## config.mk

```make
export PLATFORM = sky130hd
export DESIGN_NAME = stereo_enable_and_row_duty_control
export DESIGN_NICKNAME = d
export VERILOG_FILES = /design/src/core/stereo_duty_pkg.sv /design/src/core/pin_sync_edge.sv /design/src/core/stereo_enable_and_row_duty_control.sv
export VERILOG_INCLUDE_DIRS = /design/src /design/src/core
export SDC_FILE = /design/constraint.sdc
export NUM_CORES = 2
export LEC_CHECK = 0
export BUFFER_PORTS_ARGS = -buffer_cell sky130_fd_sc_hd__buf_2
export CAP_MARGIN = 25
export CORE_MARGIN = 2
export CORE_UTILIZATION = 45
export DETAILED_ROUTE_END_ITERATION = 10
export PLACE_DENSITY = 0.61
export SLEW_MARGIN = 20
export SYNTH_ARGS = -nofsm -noshare
export SYNTH_HDL_FRONTEND = slang
export SYNTH_SLANG_ARGS = --single-unit
export TNS_END_PERCENT = 20
```

## constraint.sdc

```tcl
create_clock -name clk -period 110.1 [get_ports clk]
set_input_delay 16.515 -clock clk [delete_from_list [all_inputs] [get_ports clk]]
set_output_delay 16.515 -clock clk [all_outputs]
set_load 0.02 [all_outputs]
```

## src/core/stereo_duty_map.svh

```systemverilog
// Purpose: field widths, reset values and counts for the stereo gate and row duty block
// Assumes: included by bare name
// Notes:   definitions only
`ifndef STEREO_DUTY_MAP_SVH
`define STEREO_DUTY_MAP_SVH

`define ROW_BLANK_DELAY_W   10
`define ROW_BLANK_DELAY_RST 10'h000
`define SCAN_TYPE_W         2
`define SCAN_TYPE_RST       2'h0
`define SCAN_PROGRESSIVE    2'h0
`define ENABLE_POL_RST      1'b0
`define STEREO_SEL_RST      1'b0
`define ARRAY_ROWS          1024
`define ROW_INDEX_W         10
`define LINE_COUNT_W        13
`define INIT_LINES          13'h0002

`endif

```

## src/core/stereo_duty_pkg.sv

```systemverilog
// Purpose: shared types for the stereo gate and row duty block
// Assumes: nothing
// Notes:   constants live in stereo_duty_map.svh
package stereo_duty_pkg;

	typedef enum logic [1:0] {
		FRAME_HOLD    = 2'b00,
		FRAME_ACQUIRE = 2'b01
	} frame_state_e;

endpackage : stereo_duty_pkg

```

## src/core/pin_sync_edge.sv

```systemverilog
// Purpose: two-stage synchroniser with edge detection for one pin
// Assumes: pin is asynchronous to clk
// Notes:   edges are found on the synchronised level only
`timescale 1ns/1ps
module pin_sync_edge (
	// clock and reset
	input  wire logic clk,
	input  wire logic rst,
	// pin and results
	input  wire logic pin,
	output logic      level,
	output logic      rise,
	output logic      fall
);
	logic stage1;
	logic stage2;
	logic stage3;

	always_ff @(posedge clk or posedge rst) begin
		if (rst) begin
			stage1 <= 1'b0;
			stage2 <= 1'b0;
			stage3 <= 1'b0;
		end else begin
			stage1 <= pin;
			stage2 <= stage1;
			stage3 <= stage2;
		end
	end

	assign level = stage2;
	assign rise  = stage2 & ~stage3;
	assign fall  = ~stage2 & stage3;
endmodule : pin_sync_edge

```

## src/core/stereo_enable_and_row_duty_control.sv

```systemverilog
// Purpose: frame gate for stereo video input and row duty (row blanking) sequencing
// Assumes: hsync, vsync and frame gate are pins from the video source
// Notes:   configuration is loaded from plain ports on cfgWrite
//
// Overview of operation
// - inactive gate (stereo only): syncs still counted, acquire nothing
// - masked frame keeps previous image shown
// - polarity bit picks gate active level
// - stereo bit selects stereo or normal
// - gate sampled at vsync fall, next frame
// - line interleaved: gate applied per line
// - ten-bit delay, zero disables blanking
// - row shown 2W lines, then black
// - row N written Nth line after init
// - blank pulse exactly 2W lines after write
// - all rows share one delay
// - scan type resets to progressive
`timescale 1ns/1ps
`include "stereo_duty_map.svh"
module stereo_enable_and_row_duty_control
	import stereo_duty_pkg::*;
(
	// clock and reset
	input  wire logic                            clk,
	input  wire logic                            rst,
	// video pins
	input  wire logic                            hsync,
	input  wire logic                            vsync,
	input  wire logic                            frameGate,
	// configuration load
	input  wire logic                            cfgWrite,
	input  wire logic                            cfgEnablePolaritySel,
	input  wire logic                            cfgStereoSelect,
	input  wire logic [`SCAN_TYPE_W-1:0]         cfgScanTypeSelect,
	input  wire logic [`ROW_BLANK_DELAY_W-1:0]   cfgRowBlankDelay,
	// configuration readback
	output logic                                 enablePolaritySel,
	output logic                                 stereoSelect,
	output logic [`SCAN_TYPE_W-1:0]              scanTypeSelect,
	output logic [`ROW_BLANK_DELAY_W-1:0]        rowOnTimeLimit,
	output logic                                 interlaced,
	// row sequencing
	output logic                                 frameAcquire,
	output logic                                 rowWrite,
	output logic [`ROW_INDEX_W-1:0]              rowWriteIndex,
	output logic                                 rowBlankPulse,
	output logic [`ROW_INDEX_W-1:0]              rowBlankIndex
);
	localparam logic [`LINE_COUNT_W-1:0] ROWS = `LINE_COUNT_W'(`ARRAY_ROWS);

	logic gateLevel;
	logic hsyncFall;
	logic vsyncFall;

	// every pin passes two flops before any logic reads it; an edge is seen in the same
	// cycle as the new level, so a pin pulse shorter than one clock can be lost
	pin_sync_edge gateSync (
		.clk   (clk),
		.rst   (rst),
		.pin   (frameGate),
		.level (gateLevel),
		.rise  (),
		.fall  ()
	);
	pin_sync_edge hsyncSync (
		.clk   (clk),
		.rst   (rst),
		.pin   (hsync),
		.level (),
		.rise  (),
		.fall  (hsyncFall)
	);
	pin_sync_edge vsyncSync (
		.clk   (clk),
		.rst   (rst),
		.pin   (vsync),
		.level (),
		.rise  (),
		.fall  (vsyncFall)
	);

	frame_state_e                     frameState;
	frame_state_e                     next_frameState;
	logic [`ROW_BLANK_DELAY_W-1:0]    activeDelay;
	logic [`LINE_COUNT_W-1:0]         lineCount;
	logic [`ARRAY_ROWS-1:0]           rowShown;

	// gate decision
	wire gateActive   = (gateLevel == enablePolaritySel);
	wire gateOpen     = ~stereoSelect | gateActive;
	assign next_frameState = gateOpen ? FRAME_ACQUIRE : FRAME_HOLD;

	// row write position
	wire [`LINE_COUNT_W-1:0] writeRow  = lineCount - `INIT_LINES;
	wire inRowArea  = (lineCount >= `INIT_LINES) && (writeRow < ROWS);
	wire acquiring  = (frameState == FRAME_ACQUIRE);
	wire doWrite    = hsyncFall & acquiring & gateOpen & inRowArea;

	// row blank position, same delay for every row
	wire [`LINE_COUNT_W-1:0] twiceW    =
		{{(`LINE_COUNT_W - `ROW_BLANK_DELAY_W - 1){1'b0}}, activeDelay, 1'b0};
	wire [`LINE_COUNT_W-1:0] blankRow  = lineCount - `INIT_LINES - twiceW;
	wire blankReach = (activeDelay != `ROW_BLANK_DELAY_RST) &&
		(lineCount >= `INIT_LINES + twiceW) && (blankRow < ROWS);
	wire [`ROW_INDEX_W-1:0] blankIdx   = blankRow[`ROW_INDEX_W-1:0];
	wire [`ROW_INDEX_W-1:0] writeIdx   = writeRow[`ROW_INDEX_W-1:0];
	wire doBlank    = hsyncFall & acquiring & blankReach & rowShown[blankIdx];

	// configuration registers
	always_ff @(posedge clk or posedge rst) begin
		if (rst) begin
			enablePolaritySel <= `ENABLE_POL_RST;
			stereoSelect      <= `STEREO_SEL_RST;
			scanTypeSelect    <= `SCAN_TYPE_RST;
			rowOnTimeLimit    <= `ROW_BLANK_DELAY_RST;
		end else if (cfgWrite) begin
			enablePolaritySel <= cfgEnablePolaritySel;
			stereoSelect      <= cfgStereoSelect;
			scanTypeSelect    <= cfgScanTypeSelect;
			rowOnTimeLimit    <= cfgRowBlankDelay;
		end
	end

	// interlace flag follows the scan type register
	always_ff @(posedge clk or posedge rst) begin
		if (rst) begin
			interlaced <= 1'b0;
		end else begin
			interlaced <= (scanTypeSelect != `SCAN_PROGRESSIVE);
		end
	end

	// gate sample taken once per frame, at the vsync fall
	always_ff @(posedge clk or posedge rst) begin
		if (rst) begin
			frameState <= FRAME_HOLD;
		end else if (vsyncFall) begin
			frameState <= next_frameState;
		end
	end

	// delay snapshot, so a delay written mid-frame waits for the next frame
	always_ff @(posedge clk or posedge rst) begin
		if (rst) begin
			activeDelay <= `ROW_BLANK_DELAY_RST;
		end else if (vsyncFall) begin
			activeDelay <= rowOnTimeLimit;
		end
	end

	// line count restarts at the vsync fall, which wins over an hsync fall
	always_ff @(posedge clk or posedge rst) begin
		if (rst) begin
			lineCount <= '0;
		end else if (vsyncFall) begin
			lineCount <= '0;
		end else if (hsyncFall) begin
			lineCount <= lineCount + `LINE_COUNT_W'(1);
		end
	end

	// rows written in this frame; cleared at frame start so that a blank whose
	// position ran past the end of the last frame is never played late
	always_ff @(posedge clk or posedge rst) begin
		if (rst) begin
			rowShown <= '0;
		end else if (vsyncFall) begin
			rowShown <= '0;
		end else begin
			if (doBlank) begin
				rowShown[blankIdx] <= 1'b0;
			end
			// a write wins over a blank of the same row
			if (doWrite) begin
				rowShown[writeIdx] <= 1'b1;
			end
		end
	end

	// acquire flag follows the frame state
	always_ff @(posedge clk or posedge rst) begin
		if (rst) begin
			frameAcquire <= 1'b0;
		end else begin
			frameAcquire <= acquiring;
		end
	end

	// row write strobe; the index holds the last written row
	always_ff @(posedge clk or posedge rst) begin
		if (rst) begin
			rowWrite      <= 1'b0;
			rowWriteIndex <= '0;
		end else begin
			rowWrite      <= doWrite;
			rowWriteIndex <= doWrite ? writeIdx : rowWriteIndex;
		end
	end

	// row blank strobe; the index holds the last blanked row
	always_ff @(posedge clk or posedge rst) begin
		if (rst) begin
			rowBlankPulse <= 1'b0;
			rowBlankIndex <= '0;
		end else begin
			rowBlankPulse <= doBlank;
			rowBlankIndex <= doBlank ? blankIdx : rowBlankIndex;
		end
	end
endmodule : stereo_enable_and_row_duty_control

```

==> metrics.txt <==
# TYPE chip_impl_metric gauge
chip_impl_metric{name="effective_utilization_at_floorplan",unit="%"} 45.4
chip_impl_metric{name="tritoncts_buffer_count",unit=""} 116
chip_impl_metric{name="worst-slew-pin-transition",unit="ns"} 1.18
chip_impl_metric{name="finalCriticalPeriod",unit="ns"} 19.91
chip_impl_metric{name="cts.sink_count",unit=""} 1094
chip_impl_metric{name="grt_antenna_before_repair",unit=""} 3
chip_impl_metric{name="largest_net_degree_at_the_start_of_global_routing",unit=""} 202
chip_impl_metric{name="synthDistinctLibCells",unit=""} 92
chip_impl_metric{name="post_route_cells_drive_above_1_share",unit="%"} 14.1
chip_impl_metric{name="power_density",unit="nW/um^2"} 19.8
chip_impl_metric{name="fin_nets",unit=""} 5658
chip_impl_metric{name="ys_async_sr_fraction",unit="%"} 100
chip_impl_info{name="min-delay-path-class",value="register to register"} 1
chip_impl_metric{name="syn_area",unit="sq um"} 57000
chip_impl_metric{name="groute.usage.overall",unit="%"} 35.0
chip_impl_info{name="run_status",value="finished clean"} 1
chip_impl_metric{name="clock_path_buffers",unit=""} 3
chip_impl_metric{name="rows",unit=""} 130
chip_impl_metric{name="placement.io_buffers",unit=""} 57
chip_impl_metric{name="post_cts.resized_instances",unit=""} 0
chip_impl_metric{name="ys.warnings.count",unit=""} 0
chip_impl_metric{name="static-leakage-power",unit="nW"} 24.9
chip_impl_metric{name="detail_route.wirelength",unit="mm"} 231
chip_impl_info{name="path_class",value="input pin to asynchronous set/reset pin"} 1
chip_impl_metric{name="timing.final.setup_violations",unit=""} 0
chip_impl_metric{name="grt_pass1_vias",unit=""} 48800
chip_impl_metric{name="drt_drc_violations_left",unit=""} 0
chip_impl_metric{name="place_ws",unit="ns"} 89.34
chip_impl_metric{name="io-pin-count",unit=""} 58
chip_impl_metric{name="placed_wire_length_estimate_after_detailed_placement",unit="mm"} 144
chip_impl_metric{name="core",unit="sq um"} 126000
chip_impl_metric{name="place.gp.congestion",unit=""} 0.977
chip_impl_metric{name="routed_via_density",unit=""} 6.94
chip_impl_metric{name="area_growth_synth_to_finish",unit="%"} 9.58
chip_impl_metric{name="synth-edff-count",unit=""} 0
chip_impl_metric{name="htreeDepth",unit=""} 3
chip_impl_info{name="critical_path.startpoint_type",value="input pin"} 1
chip_impl_metric{name="ff_latch_area",unit="sq um"} 27400
chip_impl_metric{name="worst_endpoint_required_time",unit="ns"} 110.84
chip_impl_metric{name="fin_tns_setup",unit="ns"} 0
chip_impl_metric{name="final_hold_viol_count",unit=""} 0
chip_impl_metric{name="syn_inst",unit=""} 5885
chip_impl_metric{name="drtIter0Drc",unit=""} 8061
chip_impl_metric{name="die_height",unit="um"} 360
chip_impl_metric{name="final_min_period_over_clock_period",unit="%"} 18.1
chip_impl_metric{name="drt_pre_antenna_iters",unit=""} 6
chip_impl_metric{name="syn_nets",unit=""} 5935
chip_impl_metric{name="vias",unit=""} 51100
chip_impl_metric{name="fin_worst_skew",unit="ns"} 0.0385
chip_impl_metric{name="die_w",unit="um"} 360
chip_impl_metric{name="post-route-util",unit="%"} 49.7
chip_impl_metric{name="global_route.overflow_total",unit=""} 0
chip_impl_metric{name="post-cts-setup-buffer-count",unit=""} 0
chip_impl_metric{name="worst-endpoint-arrival",unit="ns"} 20.65
chip_impl_info{name="dominant_register_cell_in_the_synthesized_netlist",value="sky130_fd_sc_hd__dfrtp_1"} 1
chip_impl_metric{name="grt_first_pass_wirelength",unit="mm"} 340
chip_impl_info{name="cp-end-kind",value="asynchronous set/reset pin"} 1
chip_impl_metric{name="largest_driver_fanout_on_the_critical_path",unit=""} 145
chip_impl_metric{name="postCtsHoldBufs",unit=""} 0
chip_impl_metric{name="post-route-worst-setup-slack",unit="ns"} 90.19
chip_impl_metric{name="maxSlewViolCount",unit=""} 0
chip_impl_metric{name="ant_nets",unit=""} 0
chip_impl_metric{name="wire_length_per_cell_after_detailed_routing",unit="um"} 31.4
chip_impl_metric{name="worst_setup_hold_path_clk_slew",unit="ns"} 0.06
chip_impl_metric{name="cap_viol_max_count",unit=""} 0
chip_impl_metric{name="die_area",unit="sq um"} 129000
chip_impl_info{name="cts_root_buffer",value="sky130_fd_sc_hd__clkbuf_16"} 1
chip_impl_metric{name="synth_sequential_area_ratio",unit="%"} 48.1
chip_impl_metric{name="ys_ff_latch",unit=""} 1094
chip_impl_info{name="unrepaired_setup_endpoints_after_global_routing",value="no"} 1
chip_impl_metric{name="clkLatencyLatePin",unit="ns"} 0.77
chip_impl_info{name="clock_tree_from_tritoncts",value="done"} 1
chip_impl_metric{name="max_freq",unit="GHz"} 0.0502
chip_impl_metric{name="worst_slew_margin_rel",unit="%"} 21.1
chip_impl_metric{name="fillers",unit=""} 11400
chip_impl_metric{name="area_of_combinational_cells_with_multiple_inputs",unit="sq um"} 27000
chip_impl_metric{name="max-vdd-ir-drop",unit="mV"} 0.0314
chip_impl_metric{name="postSynthAreaPerCell",unit="sq um"} 9.68
kinds of logic (layout without fill, tap and decap cells):
logic type / Yosys count / after routing / synth area share, %
flip-flops: 1094 / 1094 / 48.1
AO/OA/AOI/OAI: 1968 / 1968 / 20.5
adder cells (fa/ha/maj): 30 / 30 / 0.672
multiplexers: 359 / 359 / 12.0
other: 0 / 1 / 0
XOR/XNOR: 37 / 37 / 0.635
buffers and inverters: 696 / 514 / 5.30
AND/OR/NAND/NOR: 1701 / 1701 / 12.9
per-layer routing:
layer	global-route usage [%]	vias to the layer above	wire, um
li1	-	21000	-
met1	47.3	25700	87500
met2	49.8	3644	98600
met3	10.7	704	29400
met4	20.4	4	15100
met5	0	-	23
stage by stage:
step	cell area, sq um	hold slack [ns]	instances	total power, W
final	62400	0.360	7354	0.00123
after detailed placement	58300	0.339	7138	0.000796
after CTS	62400	0.362	7351	0.00122
after global placement	58300	0.352	7137	0.000796
after global routing	62400	0.375	7353	0.00126
after floorplan	57000	0.331	5885	0.000654
sequential cells by signal, summed over array words and instances (netlist names), 2 cells and up:
signal,flops
rowShown,1024
lineCount,13
activeDelay,10
rowBlankIndex,10
rowOnTimeLimit,10
rowWriteIndex,10
scanTypeSelect,2
layout by cell type (no fill, tap or decap), drive strengths merged, types with 8 or more instances in the layout:
cell,count
mux4,250
inv,106
mux2i,60
buf,200
a31oi,22
or3,12
and3,17
nor4,147
xnor2,19
nand2,1047
mux2,49
nor2,205
clkbuf,162
o311ai,65
ha,29
nand4,41
clkinv,27
a21oi,629
o22ai,207
o21a,8
dfrtp,1094
o21ai,733
nor3,47
a32oi,15
bufinv,16
o2111ai,10
nand3,141
a211oi,12
a221oi,11
a32o,128
xor2,18
o211ai,72
cell type report:
class	count	area share, %
antenna	1	0.00401
clock buffer	162	5.39
timing repair buffer	200	2.35
multi-input combinational	4095	43.3
sequential	1094	43.9
clock inverter	51	1.13
tap	1650	3.31
inverter	101	0.623
worst paths after layout:
check | slack (ns) | startpoint | depth (start not counted) | end
max in group clk | 92.24 | stereoSelect$_DFFE_PP0P_ | 1 | stereoSelect
setup reg to reg | 101.42 | lineCount[1]$_DFFE_PP0P_ | 18 | rowShown[451]$_DFF_PP0_
setup / recovery | 90.19 | rst | 6 | rowShown[280]$_DFF_PP0_
hold reg to reg | 0.36 | gateSync.stage1$_DFF_PP0_ | 0 | gateSync.level$_DFF_PP0_
min in group asynchronous | 15.98 | rst | 2 | rowShown[119]$_DFF_PP0_
hold / removal | 0.36 | gateSync.stage1$_DFF_PP0_ | 0 | gateSync.level$_DFF_PP0_
synth_stat cells (20+ instances only):
master	count	area, sq um
sky130_fd_sc_hd__buf_1	24	90.1
sky130_fd_sc_hd__a32o_1	128	1280
sky130_fd_sc_hd__nand2_1	1047	3930
sky130_fd_sc_hd__o311ai_0	65	569
sky130_fd_sc_hd__mux4_2	250	5630
sky130_fd_sc_hd__nor2_1	204	766
sky130_fd_sc_hd__mux2_2	39	439
sky130_fd_sc_hd__nand3_1	140	701
sky130_fd_sc_hd__o22ai_1	207	1290
sky130_fd_sc_hd__buf_2	39	195
sky130_fd_sc_hd__o21ai_0	725	3630
sky130_fd_sc_hd__buf_6	20	225
sky130_fd_sc_hd__a21oi_1	627	3140
sky130_fd_sc_hd__dfrtp_1	1094	27400
sky130_fd_sc_hd__inv_1	99	372
sky130_fd_sc_hd__o211ai_1	72	541
sky130_fd_sc_hd__ha_1	29	363
sky130_fd_sc_hd__mux2i_1	60	601
sky130_fd_sc_hd__nand4_1	41	257
sky130_fd_sc_hd__nor3_1	46	230
sky130_fd_sc_hd__nor4_1	147	920
sky130_fd_sc_hd__clkbuf_1	489	1840
power by group:
group          switching [W]  total (W)  internal, W  leakage [nW]
clock network       0.000176   0.000426     0.000250          2.02
logic               0.000310   0.000400    0.0000898          7.67
registers         0.00000319   0.000407     0.000404          15.2
worst max-delay path, stage by stage:
cell and delay (ns):
sky130_fd_sc_hd__buf_2 0.13, sky130_fd_sc_hd__inv_8 0.62, sky130_fd_sc_hd__buf_4 0.73, sky130_fd_sc_hd__buf_12 0.59, sky130_fd_sc_hd__buf_4 0.83, sky130_fd_sc_hd__buf_4 0.83
Power figures use the tool's default switching activity.
